File: src/hw/plcpd_consts.vh
// constants for the second analog loop control and power-down register bank
// assumes word-indexed registers on a 32-bit bus, byte address is four times the index
//
// Contract
// - 3-bit pump current code, default 100
// - 2-bit series resistor code, default 01
// - 2-bit parallel capacitor code, default 01
// - one-bit second pole select, default 1
// - one-bit lock count select, default 1
// - one-bit lock override, default automatic (0)
// - manual oscillator select, default first oscillator
// - 5-bit first oscillator lock value, default 01011
// - 5-bit second oscillator lock value, default 00000
// - synthesizer mode flag, default 0
// - reserved bits written zero, read undefined
// - crystal doubler bypass bit, default 0
// - two input reference disable bits, default 0
// - second analog loop disable bit, default 0
// - eight output pair disable bits, default 0
// - two digital loop disable bits, default 0
// - two calibration hold bits, default 0
`ifndef PLCPD_CONSTS_VH
`define PLCPD_CONSTS_VH

// register indices, byte address is index times four
`define PLCPD_IDX_LOOP_FILTER 10'h0b0
`define PLCPD_IDX_LOCK_MODE 10'h0b1
`define PLCPD_IDX_VCO1_MANUAL 10'h0b2
`define PLCPD_IDX_VCO2_MANUAL 10'h0b3
`define PLCPD_IDX_PD_RESERVED 10'h0b4
`define PLCPD_IDX_INPUT_REF 10'h0b5
`define PLCPD_IDX_ANALOG_PLL 10'h0b6
`define PLCPD_IDX_OUTPUT 10'h0b7
`define PLCPD_IDX_DIGITAL_CAL 10'h0b8
`define PLCPD_IDX_DOUBLER 10'h0f0

// field positions (lsb)
`define PLCPD_PUMP_LSB 5
`define PLCPD_RES_LSB 3
`define PLCPD_CAP_LSB 1
`define PLCPD_POLE_LSB 0
`define PLCPD_SYN_LSB 3
`define PLCPD_LCNT_LSB 1
`define PLCPD_OVR_LSB 0
`define PLCPD_VSEL_LSB 5
`define PLCPD_LOCKV_LSB 0
`define PLCPD_DBL_LSB 0
`define PLCPD_REF_LSB 0
`define PLCPD_APLL_LSB 4
`define PLCPD_OUT_LSB 0
`define PLCPD_DPLL_LSB 2
`define PLCPD_CAL_LSB 0

// reset values
`define PLCPD_PUMP_RST 3'h4
`define PLCPD_RES_RST 2'h1
`define PLCPD_CAP_RST 2'h1
`define PLCPD_POLE_RST 1'h1
`define PLCPD_LCNT_RST 1'h1
`define PLCPD_OVR_RST 1'h0
`define PLCPD_SYN_RST 1'h0
`define PLCPD_VSEL_RST 1'h1
`define PLCPD_LOCKV1_RST 5'h0b
`define PLCPD_LOCKV2_RST 5'h00
`define PLCPD_DBL_RST 1'h0
`define PLCPD_REF_RST 2'h0
`define PLCPD_APLL_RST 1'h0
`define PLCPD_OUT_RST 8'h00
`define PLCPD_DPLL_RST 2'h0
`define PLCPD_CAL_RST 2'h0

// bus answers
`define PLCPD_RDATA_RST 32'h0000_0000
`define PLCPD_WAIT_RST 1'h1
`define PLCPD_BUS_RST 1'h0
`define PLCPD_TAKE_IDX_RST 10'h000
`define PLCPD_TAKE_BIT_RST 1'h0
`define PLCPD_TAKE_DATA_RST 8'h00

`endif

File: src/hw/plcpd_field.v
// one software-writable control field held in flip-flops
// assumes a synchronous active-low reset and a one-cycle write strobe
`timescale 1ns/10ps
module plcpd_field #(
    parameter W = 1,
    parameter [W-1:0] RST = {W{1'b0}}
) (
    input wire i_clock,
    input wire i_reset_n,
    input wire i_write_en,
    input wire [W-1:0] i_data,
    output wire [W-1:0] o_value
);
    reg [W-1:0] value_r;

    // load default at reset, new value on strobe
    always @(posedge i_clock) begin
        if (!i_reset_n) begin
            value_r <= RST;
        end else if (i_write_en) begin
            value_r <= i_data;
        end
    end

    assign o_value = value_r;
endmodule // plcpd_field

File: src/hw/plcpd_regs.v
// control and power-down register bank for the second analog loop
// assumes an avalon-mm master with byte addresses and one outstanding request
`timescale 1ns/10ps
`include "plcpd_consts.vh"
module plcpd_regs #(
    parameter AW = 12
) (
    input wire i_clock,
    input wire i_reset_n,
    input wire [AW-1:0] i_address,
    input wire i_read,
    input wire i_write,
    input wire [31:0] i_writedata,
    input wire [3:0] i_byteenable,
    output wire [31:0] o_readdata,
    output wire o_waitrequest,
    output wire [2:0] o_pump_current_code_b,
    output wire [1:0] o_series_resistor_code_b,
    output wire [1:0] o_parallel_capacitor_code_b,
    output wire o_second_pole_select_b,
    output wire o_lock_count_select_b,
    output wire o_lock_override_b,
    output wire o_synthesizer_mode_b,
    output wire o_manual_oscillator_select_b,
    output wire [4:0] o_first_oscillator_lock_value_b,
    output wire [4:0] o_second_oscillator_lock_value_b,
    output wire o_crystal_doubler_bypass,
    output wire [1:0] o_input_reference_off,
    output wire o_analog_loop_b_off,
    output wire [7:0] o_output_pair_off,
    output wire [1:0] o_digital_loop_off,
    output wire [1:0] o_calibration_hold
);
    // bus sequencer states
    localparam [0:0] BUS_IDLE = 1'b0;
    localparam [0:0] BUS_ANSWER = 1'b1;

    // bus handshake state
    reg bus_state_r;
    reg bus_state_nxt;
    reg wait_r;
    reg wait_nxt;
    reg [31:0] rdata_r;
    reg [31:0] rdata_nxt;
    reg [7:0] rd_byte;

    // request as taken at the edge that starts the transfer
    reg [9:0] take_idx_r;
    reg [9:0] take_idx_nxt;
    reg take_wr_r;
    reg take_wr_nxt;
    reg take_lane_r;
    reg take_lane_nxt;
    reg [7:0] take_data_r;
    reg [7:0] take_data_nxt;

    // decode helpers
    wire [9:0] idx;
    wire req;
    wire wr_commit;
    wire [7:0] wd;

    // per-register write strobes
    wire we_loop;
    wire we_lock;
    wire we_vco1;
    wire we_vco2;
    wire we_ref;
    wire we_apll;
    wire we_out;
    wire we_dcal;
    wire we_dbl;

    // word index from byte address, low lane only
    assign idx = i_address[AW-1:2];
    assign req = i_read | i_write;
    assign wd = take_data_r; // low lane as taken with the request

    // write lands only at the edge that ends the wait, from the request as taken
    assign wr_commit = (bus_state_r == BUS_ANSWER) & take_wr_r & take_lane_r;

    // loop control strobes, index latched so a late address change cannot steer a write
    assign we_loop = wr_commit & (take_idx_r == `PLCPD_IDX_LOOP_FILTER);
    assign we_lock = wr_commit & (take_idx_r == `PLCPD_IDX_LOCK_MODE);
    assign we_vco1 = wr_commit & (take_idx_r == `PLCPD_IDX_VCO1_MANUAL);
    assign we_vco2 = wr_commit & (take_idx_r == `PLCPD_IDX_VCO2_MANUAL);
    // power-down strobes, unmapped and reserved indices write nothing
    assign we_ref = wr_commit & (take_idx_r == `PLCPD_IDX_INPUT_REF);
    assign we_apll = wr_commit & (take_idx_r == `PLCPD_IDX_ANALOG_PLL);
    assign we_out = wr_commit & (take_idx_r == `PLCPD_IDX_OUTPUT);
    assign we_dcal = wr_commit & (take_idx_r == `PLCPD_IDX_DIGITAL_CAL);
    assign we_dbl = wr_commit & (take_idx_r == `PLCPD_IDX_DOUBLER);

    // loop filter register fields
    // pump current, eight equal steps up from code 0
    plcpd_field #(.W(3), .RST(`PLCPD_PUMP_RST)) u_pump (
        .i_clock(i_clock),
        .i_reset_n(i_reset_n),
        .i_write_en(we_loop),
        .i_data(wd[`PLCPD_PUMP_LSB +: 3]),
        .o_value(o_pump_current_code_b)
    );

    // series resistor, larger codes give more resistance
    plcpd_field #(.W(2), .RST(`PLCPD_RES_RST)) u_res (
        .i_clock(i_clock),
        .i_reset_n(i_reset_n),
        .i_write_en(we_loop),
        .i_data(wd[`PLCPD_RES_LSB +: 2]),
        .o_value(o_series_resistor_code_b)
    );

    // parallel capacitor, larger codes give more capacitance
    plcpd_field #(.W(2), .RST(`PLCPD_CAP_RST)) u_cap (
        .i_clock(i_clock),
        .i_reset_n(i_reset_n),
        .i_write_en(we_loop),
        .i_data(wd[`PLCPD_CAP_LSB +: 2]),
        .o_value(o_parallel_capacitor_code_b)
    );

    // second pole network choice
    plcpd_field #(.W(1), .RST(`PLCPD_POLE_RST)) u_pole (
        .i_clock(i_clock),
        .i_reset_n(i_reset_n),
        .i_write_en(we_loop),
        .i_data(wd[`PLCPD_POLE_LSB +: 1]),
        .o_value(o_second_pole_select_b)
    );

    // lock mode register fields, value chosen by software per capacitor
    // lock accuracy, 1 picks the coarse count
    plcpd_field #(.W(1), .RST(`PLCPD_LCNT_RST)) u_lcnt (
        .i_clock(i_clock),
        .i_reset_n(i_reset_n),
        .i_write_en(we_lock),
        .i_data(wd[`PLCPD_LCNT_LSB +: 1]),
        .o_value(o_lock_count_select_b)
    );

    // 1 hands lock control to the manual values
    plcpd_field #(.W(1), .RST(`PLCPD_OVR_RST)) u_ovr (
        .i_clock(i_clock),
        .i_reset_n(i_reset_n),
        .i_write_en(we_lock),
        .i_data(wd[`PLCPD_OVR_LSB +: 1]),
        .o_value(o_lock_override_b)
    );

    // free-run forcing lives in another bank, not checked here
    // 1 runs the loop from the crystal alone
    plcpd_field #(.W(1), .RST(`PLCPD_SYN_RST)) u_syn (
        .i_clock(i_clock),
        .i_reset_n(i_reset_n),
        .i_write_en(we_lock),
        .i_data(wd[`PLCPD_SYN_LSB +: 1]),
        .o_value(o_synthesizer_mode_b)
    );

    // manual lock fields
    // oscillator used while the lock is manual, 1 is the first
    plcpd_field #(.W(1), .RST(`PLCPD_VSEL_RST)) u_vsel (
        .i_clock(i_clock),
        .i_reset_n(i_reset_n),
        .i_write_en(we_vco1),
        .i_data(wd[`PLCPD_VSEL_LSB +: 1]),
        .o_value(o_manual_oscillator_select_b)
    );

    // manual lock value for the first oscillator
    plcpd_field #(.W(5), .RST(`PLCPD_LOCKV1_RST)) u_lockv1 (
        .i_clock(i_clock),
        .i_reset_n(i_reset_n),
        .i_write_en(we_vco1),
        .i_data(wd[`PLCPD_LOCKV_LSB +: 5]),
        .o_value(o_first_oscillator_lock_value_b)
    );

    // manual lock value for the second oscillator
    plcpd_field #(.W(5), .RST(`PLCPD_LOCKV2_RST)) u_lockv2 (
        .i_clock(i_clock),
        .i_reset_n(i_reset_n),
        .i_write_en(we_vco2),
        .i_data(wd[`PLCPD_LOCKV_LSB +: 5]),
        .o_value(o_second_oscillator_lock_value_b)
    );

    // power-down fields
    // 1 feeds the plain crystal frequency, no doubling
    plcpd_field #(.W(1), .RST(`PLCPD_DBL_RST)) u_dbl (
        .i_clock(i_clock),
        .i_reset_n(i_reset_n),
        .i_write_en(we_dbl),
        .i_data(wd[`PLCPD_DBL_LSB +: 1]),
        .o_value(o_crystal_doubler_bypass)
    );

    // one off bit per input reference
    plcpd_field #(.W(2), .RST(`PLCPD_REF_RST)) u_ref (
        .i_clock(i_clock),
        .i_reset_n(i_reset_n),
        .i_write_en(we_ref),
        .i_data(wd[`PLCPD_REF_LSB +: 2]),
        .o_value(o_input_reference_off)
    );

    // 1 stops the second analog loop
    plcpd_field #(.W(1), .RST(`PLCPD_APLL_RST)) u_apll (
        .i_clock(i_clock),
        .i_reset_n(i_reset_n),
        .i_write_en(we_apll),
        .i_data(wd[`PLCPD_APLL_LSB +: 1]),
        .o_value(o_analog_loop_b_off)
    );

    // one off bit per output pair, its driver floats when set
    plcpd_field #(.W(8), .RST(`PLCPD_OUT_RST)) u_out (
        .i_clock(i_clock),
        .i_reset_n(i_reset_n),
        .i_write_en(we_out),
        .i_data(wd[`PLCPD_OUT_LSB +: 8]),
        .o_value(o_output_pair_off)
    );

    // one off bit per digital loop
    plcpd_field #(.W(2), .RST(`PLCPD_DPLL_RST)) u_dpll (
        .i_clock(i_clock),
        .i_reset_n(i_reset_n),
        .i_write_en(we_dcal),
        .i_data(wd[`PLCPD_DPLL_LSB +: 2]),
        .o_value(o_digital_loop_off)
    );

    // 1 holds that analog loop's calibration logic
    plcpd_field #(.W(2), .RST(`PLCPD_CAL_RST)) u_cal (
        .i_clock(i_clock),
        .i_reset_n(i_reset_n),
        .i_write_en(we_dcal),
        .i_data(wd[`PLCPD_CAL_LSB +: 2]),
        .o_value(o_calibration_hold)
    );

    // read mux, reserved positions read as zero
    always @* begin
        rd_byte = 8'h00;
        case (idx)
            `PLCPD_IDX_LOOP_FILTER: begin
                rd_byte[`PLCPD_PUMP_LSB +: 3] = o_pump_current_code_b;
                rd_byte[`PLCPD_RES_LSB +: 2] = o_series_resistor_code_b;
                rd_byte[`PLCPD_CAP_LSB +: 2] = o_parallel_capacitor_code_b;
                rd_byte[`PLCPD_POLE_LSB] = o_second_pole_select_b;
            end
            `PLCPD_IDX_LOCK_MODE: begin
                rd_byte[`PLCPD_SYN_LSB] = o_synthesizer_mode_b;
                rd_byte[`PLCPD_LCNT_LSB] = o_lock_count_select_b;
                rd_byte[`PLCPD_OVR_LSB] = o_lock_override_b;
            end
            `PLCPD_IDX_VCO1_MANUAL: begin
                rd_byte[`PLCPD_VSEL_LSB] = o_manual_oscillator_select_b;
                rd_byte[`PLCPD_LOCKV_LSB +: 5] = o_first_oscillator_lock_value_b;
            end
            `PLCPD_IDX_VCO2_MANUAL: begin
                rd_byte[`PLCPD_LOCKV_LSB +: 5] = o_second_oscillator_lock_value_b;
            end
            `PLCPD_IDX_INPUT_REF: begin
                rd_byte[`PLCPD_REF_LSB +: 2] = o_input_reference_off;
            end
            `PLCPD_IDX_ANALOG_PLL: begin
                rd_byte[`PLCPD_APLL_LSB] = o_analog_loop_b_off;
            end
            `PLCPD_IDX_OUTPUT: begin
                rd_byte[`PLCPD_OUT_LSB +: 8] = o_output_pair_off;
            end
            `PLCPD_IDX_DIGITAL_CAL: begin
                rd_byte[`PLCPD_DPLL_LSB +: 2] = o_digital_loop_off;
                rd_byte[`PLCPD_CAL_LSB +: 2] = o_calibration_hold;
            end
            `PLCPD_IDX_DOUBLER: begin
                rd_byte[`PLCPD_DBL_LSB] = o_crystal_doubler_bypass;
            end
            default: begin
                rd_byte = 8'h00; // reserved index and unmapped space
            end
        endcase
    end

    // take the request in idle, answer for one cycle, then go back to idle
    always @* begin
        bus_state_nxt = bus_state_r;
        wait_nxt = wait_r;
        rdata_nxt = rdata_r;
        take_idx_nxt = take_idx_r;
        take_wr_nxt = take_wr_r;
        take_lane_nxt = take_lane_r;
        take_data_nxt = take_data_r;
        case (bus_state_r)
            BUS_IDLE: begin
                wait_nxt = 1'b1;
                if (req) begin
                    bus_state_nxt = BUS_ANSWER;
                    wait_nxt = 1'b0; // answer in the next cycle
                    take_idx_nxt = idx;
                    take_wr_nxt = i_write;
                    take_lane_nxt = i_byteenable[0];
                    take_data_nxt = i_writedata[7:0];
                    if (i_read) begin
                        rdata_nxt = {24'h00_0000, rd_byte}; // upper lanes read zero
                    end
                end
            end
            BUS_ANSWER: begin
                bus_state_nxt = BUS_IDLE; // returns even if the master let go early
                wait_nxt = 1'b1;
                take_wr_nxt = 1'b0;
            end
            default: begin
                bus_state_nxt = BUS_IDLE;
                wait_nxt = 1'b1;
                take_wr_nxt = 1'b0;
            end
        endcase
    end

    // handshake and request flip-flops
    always @(posedge i_clock) begin
        if (!i_reset_n) begin
            bus_state_r <= `PLCPD_BUS_RST;
            wait_r <= `PLCPD_WAIT_RST;
            rdata_r <= `PLCPD_RDATA_RST;
            take_idx_r <= `PLCPD_TAKE_IDX_RST;
            take_wr_r <= `PLCPD_TAKE_BIT_RST;
            take_lane_r <= `PLCPD_TAKE_BIT_RST;
            take_data_r <= `PLCPD_TAKE_DATA_RST;
        end else begin
            bus_state_r <= bus_state_nxt;
            wait_r <= wait_nxt;
            rdata_r <= rdata_nxt;
            take_idx_r <= take_idx_nxt;
            take_wr_r <= take_wr_nxt;
            take_lane_r <= take_lane_nxt;
            take_data_r <= take_data_nxt;
        end
    end

    assign o_waitrequest = wait_r;
    assign o_readdata = rdata_r;
endmodule // plcpd_regs

File: config.mk
export PLATFORM = sky130hd
export DESIGN_NAME = plcpd_regs
export DESIGN_NICKNAME = d
export VERILOG_FILES = /design/src/hw/plcpd_field.v /design/src/hw/plcpd_regs.v
export VERILOG_INCLUDE_DIRS = /design/src /design/src/hw
export SDC_FILE = /design/constraint.sdc
export NUM_CORES = 1
export LEC_CHECK = 0
export BUFFER_PORTS_ARGS = -buffer_cell sky130_fd_sc_hd__buf_2
export CAP_MARGIN = 25
export CORE_MARGIN = 5
export CORE_UTILIZATION = 48
export DETAILED_ROUTE_END_ITERATION = 6
export GPL_ROUTABILITY_DRIVEN = 0
export PLACE_DENSITY = 0.78
export RECOVER_POWER = 25
export SLEW_MARGIN = 20
export SYNTH_ARGS = -nofsm -noshare
export SYNTH_HDL_FRONTEND = slang
export SYNTH_SLANG_ARGS = --single-unit
File: constraint.sdc
create_clock -name i_clock -period 4.4 [get_ports i_clock]
set_input_delay 0.88 -clock i_clock [delete_from_list [all_inputs] [get_ports i_clock]]
set_output_delay 0.88 -clock i_clock [all_outputs]
set_load 0.005 [all_outputs]
## Word-level counts from Yosys, hierarchy flattened

Index checks and enable logic that the tools add are counted.

- Equality and inequality tests: 19
- Mux-type cells: 13
- Bitwise operators: 13
- Reduce and logical (&&, ||, !) cells: 2

Operators by type and width:

| cell | count |
|---|---|
| equality test 10 x 8 -> 1 bit, second input constant | 18 |
| AND 1 bit | 11 |
| case mux 1 bit (5 select lines) | 2 |
| case mux 1 bit (8 select lines) | 1 |
| case mux 1 bit (7 select lines) | 1 |
| case mux 1 bit (2 select lines) | 3 |
| case mux 1 bit (6 select lines) | 1 |
| case mux 2 bit (2 select lines) | 1 |
| two-way mux 1 bit | 3 |
| case mux 1 bit (3 select lines) | 1 |
| AND reduction 3 bit | 1 |
| inequality test 2 bit, second input constant | 1 |
| AND reduction 2 bit | 1 |
| inverter 1 bit | 1 |
| OR 1 bit | 1 |

- Register bits after elaboration: 68
- Input port bits: 52
- Output and inout port bits: 71
- Logic and storage cells: 70

## Logic depth before layout (Yosys ltp)

- Depth in word-level cells: 3
- Gate-level depth with buffers: 6
- Mapped depth without buffers: 4

## Hierarchy

From an unflattened synthesis, not the netlist that was laid out.

- Cell total of the unflattened synthesis: 341
- Area total of the unflattened synthesis: 3,138.0 sq um

Modules (own cells, without submodules):

| module | instances | cells an instance | area an instance (sq um) | seq. area each (sq um) |
|---|---|---|---|---|
| plcpd_regs | 1 | 224 | 1,747.9 | 600.6 |
| plcpd_field at u_out | 1 | 25 | 301.5 | 160.2 |
| plcpd_field at u_cal ... | 3 | 6 | 72.6 | 40.0 |
| plcpd_field at u_lockv2 | 1 | 16 | 192.7 | 100.1 |
| plcpd_field at u_lockv1 | 1 | 16 | 185.2 | 100.1 |
| plcpd_field at u_apll ... | 4 | 3 | 36.3 | 20.0 |
| plcpd_field at u_cap ... | 2 | 6 | 70.1 | 40.0 |
| plcpd_field at u_pump | 1 | 9 | 106.4 | 60.1 |
| plcpd_field at u_lcnt ... | 3 | 3 | 33.8 | 20.0 |

## Worst setup path after synthesis

Ideal clock, no wire load.

- Path type: input to register
- From: input i_address[3]
- To: register rdata_r[0] (netlist: o_readdata[0])
- Setup time: 139 ps
- Arrival time: 1,845 ps
- Required time: 4,261 ps
- Path slack: 2,416 ps
- Stages: 5
- Buffers on the path: 1
- Cells stage by stage: buf_2 mux2_2 and3_1 o31ai_1 a221oi_1

- Cells in the longest elaborated chain, start to end: 2
- Elaborated cells between the ends (all ways): 9
- Classes of those cells: eq/ne: 8; mux: 1

RTL lines:

| what | RTL line | source |
|---|---|---|
| start, declared | plcpd_regs.v:10 | `input wire [AW-1:0] i_address,` |
| equality test 10 x 8 -> 1 bit | plcpd_regs.v:246 | `case (idx)` |
| case mux 1 bit (8 select lines) * | plcpd_regs.v:246 |  |
| end signal, assigned | plcpd_regs.v:329 | `` rdata_r <= `PLCPD_RDATA_RST; `` |
| end signal, assigned | plcpd_regs.v:337 | `rdata_r <= rdata_nxt;` |
| end, declared | plcpd_regs.v:43 | `reg [31:0] rdata_r;` |

Every way passes the cells marked *; elsewhere a longest branch is shown, timed or not.
A chain may end at the register's enable or synchronous reset.

## Worst setup path after layout

- From: register take_idx_r[9]
- To: register u_dbl.value_r (netlist: u_dbl.o_value)

- Cells in the longest elaborated chain, start to end: 2

RTL lines:

| what | RTL line | source |
|---|---|---|
| start, declared | plcpd_regs.v:48 | `reg [9:0] take_idx_r;` |
| start signal, assigned | plcpd_regs.v:330 | `` take_idx_r <= `PLCPD_TAKE_IDX_RST; `` |
| start signal, assigned | plcpd_regs.v:338 | `take_idx_r <= take_idx_nxt;` |
| equality test 10 x 8 -> 1 bit (no line) | -- |  |
| AND 1 bit | plcpd_regs.v:92 | `` assign we_dbl = wr_commit & (take_idx_r == `PLCPD_IDX_DOUBLER); `` |
| end signal, assigned | plcpd_field.v:21 | `value_r <= i_data;` |
| end, declared | plcpd_field.v:14 | `reg [W-1:0] value_r;` |

No other way between the ends.

==> results.sh <==
export IMPL_status="finished with violations"
export IMPL_violations="capacitance limit, slew limit"
export IMPL_ios=123
export IMPL_multi_input_area_mm2=0.001648
export IMPL_critPathLaunch="take_idx_r[9]"
export IMPL_power_density_mw_per_mm2=345.3
export IMPL_crit_path_end="u_dbl.o_value"
export IMPL_ys_warn_count=0
export IMPL_post_drt_via_cell_ratio=5.488
export IMPL_grt_max_degree=53
export IMPL_grt_pass1_wl_um=13600
export IMPL_whs_path_depth=2
export IMPL_fmax_mhz=396.3
export IMPL_synth_cell_type_count=53
export IMPL_cts_root_buffer="clkbuf_8"
export IMPL_clk_path_buf_depth=2
export IMPL_clkTransAtPathRegs_ns=0.07
export IMPL_slowest_stage="nor4_1"
export IMPL_hpwl_um=6182
export IMPL_routed_wirelength_um=8666
export IMPL_netlist_instances=388
export IMPL_dr_pass1_iters=4
export IMPL_die_h_um=92.80
export IMPL_h_tree_depth=3
export IMPL_yosysTopAreaCellShare_pct=41.37
export IMPL_nFillCells=631
export IMPL_areaGrowthSynthToFinish_pct=12.17
export IMPL_tritoncts="built"
export IMPL_synth_seq_cells=68
export IMPL_async_flop_share_pct=0
export IMPL_reg2reg_from="take_idx_r[9]"
export IMPL_maxSlewHeadroom_pct=-7.340
export IMPL_p_total_mw=1.274
export IMPL_gr_total_overflow=0
export IMPL_ant_nets=0
export IMPL_crit_type="flop to flop"
export IMPL_r2r_setup_slack_ns=1.88
export IMPL_cp_required_ns=4.58
export IMPL_period_needed_ns=2.524
export IMPL_fin_tns_setup_ns=0
export IMPL_syn_area_mm2=0.003291
export IMPL_nNetsFinal=494
export IMPL_antenna_found_initial=0
export IMPL_yosysSeqAreaShare_pct=41.37
export IMPL_wire_per_inst_um=16.44
export IMPL_diodes=0
export IMPL_max_cap_viol_count=1
export IMPL_max_stage_delay_ns=1.22
export IMPL_rsz0062_at_grt="no"
export IMPL_final_common_cell="nand2_1"
export IMPL_row_count=30
export IMPL_clkLatencyLatePin_ns=0.34
export IMPL_drt_first_iter_violations=215
export IMPL_setup_viol=0
export IMPL_cts_resized=0
export IMPL_fin_hold_ws_ns=0.4570
export IMPL_yosys_area_top_type="dfxtp_1"
export IMPL_hold_buffers=0
export IMPL_cp_cell_sequence="or3_1 -> nor4_1 -> a31o_2 -> a21oi_1"
export IMPL_worstPathMaxFanout=10
export IMPL_cts_buffers=9
export IMPL_grt_pass1_vias=2744
export IMPL_io_buffers=69
export IMPL_postCtsSetupBuffers=0
export IMPL_reg2reg_to="u_dbl.o_value"
export IMPL_vdd_drop_max_uv=220.4
export IMPL_synth_area_top_cells="dfxtp_1 41%, nand2_1 9.4%, mux2i_1 8.5%, buf_4 5.9%, a21oi_1 4.3%"
export IMPL_placed_area_mm2=0.003545
export IMPL_final_cell_mix="82 x nand2_1, 68 x dfxtp_1, 56 x buf_2"
export IMPL_seq_area_mm2=0.001361
export IMPL_die_w_um=92.80
export IMPL_fin_crit_sh_pct=57.35
export IMPL_syn_area_per_cell_um2=8.481
export IMPL_hp_class="flop to flop"
export IMPL_crit_path_start_kind="flop"
export IMPL_end_kind="flop"
export IMPL_layout_drive_gt1_share_pct=19.02
export IMPL_final_area_mm2=0.003691
export IMPL_synth_edf_count=0
export IMPL_vias=2892
export IMPL_slew_viol_final=11
export IMPL_fin_util_pct=54.93
export IMPL_leakage_nw=1.579
export IMPL_finalHoldViolCount=0
export IMPL_cp_arrival_ns=2.70
export IMPL_drc=0
export IMPL_synth_ff_type="dfxtp_1"
export IMPL_worst_pin_slew_ns=1.595
export IMPL_design_core_area_mm2=0.006719
export IMPL_dieArea_mm2=0.008612
export IMPL_cts_sinks=68
export IMPL_grt_use_total_pct=20.14
export IMPL_skew_ns=0.01114
export IMPL_r2r_cells=4
export IMPL_initial_utilization_pct=48.98
-- per-stage QoR --
step	cells	setup WS [ns]
3_5_place_dp	511	1.924
6_report	527	1.876
4_1_cts	527	2.278
5_1_grt	527	1.721
2_1_floorplan	411	2.416
3_3_place_gp	511	1.944
-- metal layers --
layer  up-vias  part of all wire [%]  global-route usage [%]
li1       1415                     -                       -
met1      1331                    42                   26.05
met2       138                    48                   31.61
met3         8                   8.7                   5.361
met4         0                   1.2                   8.547
met5         -                     0                       0
-- worst max-delay path, delay by kind of cell, from the launching register on --
kind / cells / cell delay, ns
AOI/OAI and AO/OA: 2 / 0.39
DFF: 1 / 0.34
and+or+nand+nor: 2 / 1.64
-- synth_stat cells, types with 2 or more instances --
| cell | n |
|---|---|
| nand3_1 | 19 |
| o22ai_1 | 2 |
| a221oi_1 | 2 |
| o21ai_0 | 15 |
| nand4b_1 | 3 |
| o211ai_1 | 3 |
| nand4_1 | 2 |
| buf_4 | 26 |
| and4_1 | 3 |
| inv_1 | 7 |
| and3_1 | 6 |
| nor4bb_1 | 2 |
| dfxtp_1 | 68 |
| a22oi_1 | 2 |
| mux2_2 | 6 |
| nor2_1 | 12 |
| nand2_1 | 82 |
| buf_2 | 11 |
| a21oi_1 | 28 |
| and3b_1 | 3 |
| a31oi_1 | 4 |
| nor2b_1 | 4 |
| mux2i_1 | 28 |
| clkbuf_1 | 16 |
| nor3_1 | 5 |
| nor4_4 | 2 |
-- where the power goes --
part           total [mW]  leakage, nW  internal, mW  switching (mW)
registers           0.649        0.553         0.632          0.0175
logic               0.112        0.928        0.0337          0.0779
clock network       0.513       0.0979         0.294           0.219
-- logic make-up after synthesis --
family / after synthesis / synth area share, %
and+or+nand+nor: 157 / 25.17
AOI/OAI and AO/OA: 68 / 12.55
DFF: 68 / 41.37
buffers and inverters: 60 / 10.23
muxes: 34 / 10.57
other: 1 / 0.1140
-- worst min path at each step --
| stage | slack (ns) | end | from |
|---|---|---|---|
| 2_1_floorplan | 0.44 | take_lane_r | take_lane_r |
| 4_1_cts | 0.46 | take_lane_r | take_lane_r |
| 6_report | 0.46 | take_lane_r | take_lane_r |
| 3_5_place_dp | 0.45 | take_lane_r | take_lane_r |
| 3_3_place_gp | 0.44 | take_lane_r | take_lane_r |
| 5_1_grt | 0.49 | take_idx_r[7] | take_idx_r[7] |
-- sequential cells by signal (all words and copies together) (netlist names), 2 cells and up --
signal            flops
u_lockv2.o_value      5
u_ref.o_value         2
u_cal.o_value         2
u_cap.o_value         2
take_idx_r           10
u_res.o_value         2
u_lockv1.o_value      5
take_data_r           8
u_out.o_value         8
o_readdata            8
u_pump.o_value        3
u_dpll.o_value        2
-- area by class of cell --
class	count	area share, %
clock buffers	15	4.508
clock inverters	1	0.8136
inverters	7	0.7119
multi-input cells	283	44.64
flip-flops and latches	68	36.88
well taps	80	2.712
repair buffers	73	9.729
No activity file was read; power rests on OpenSTA's default activity.
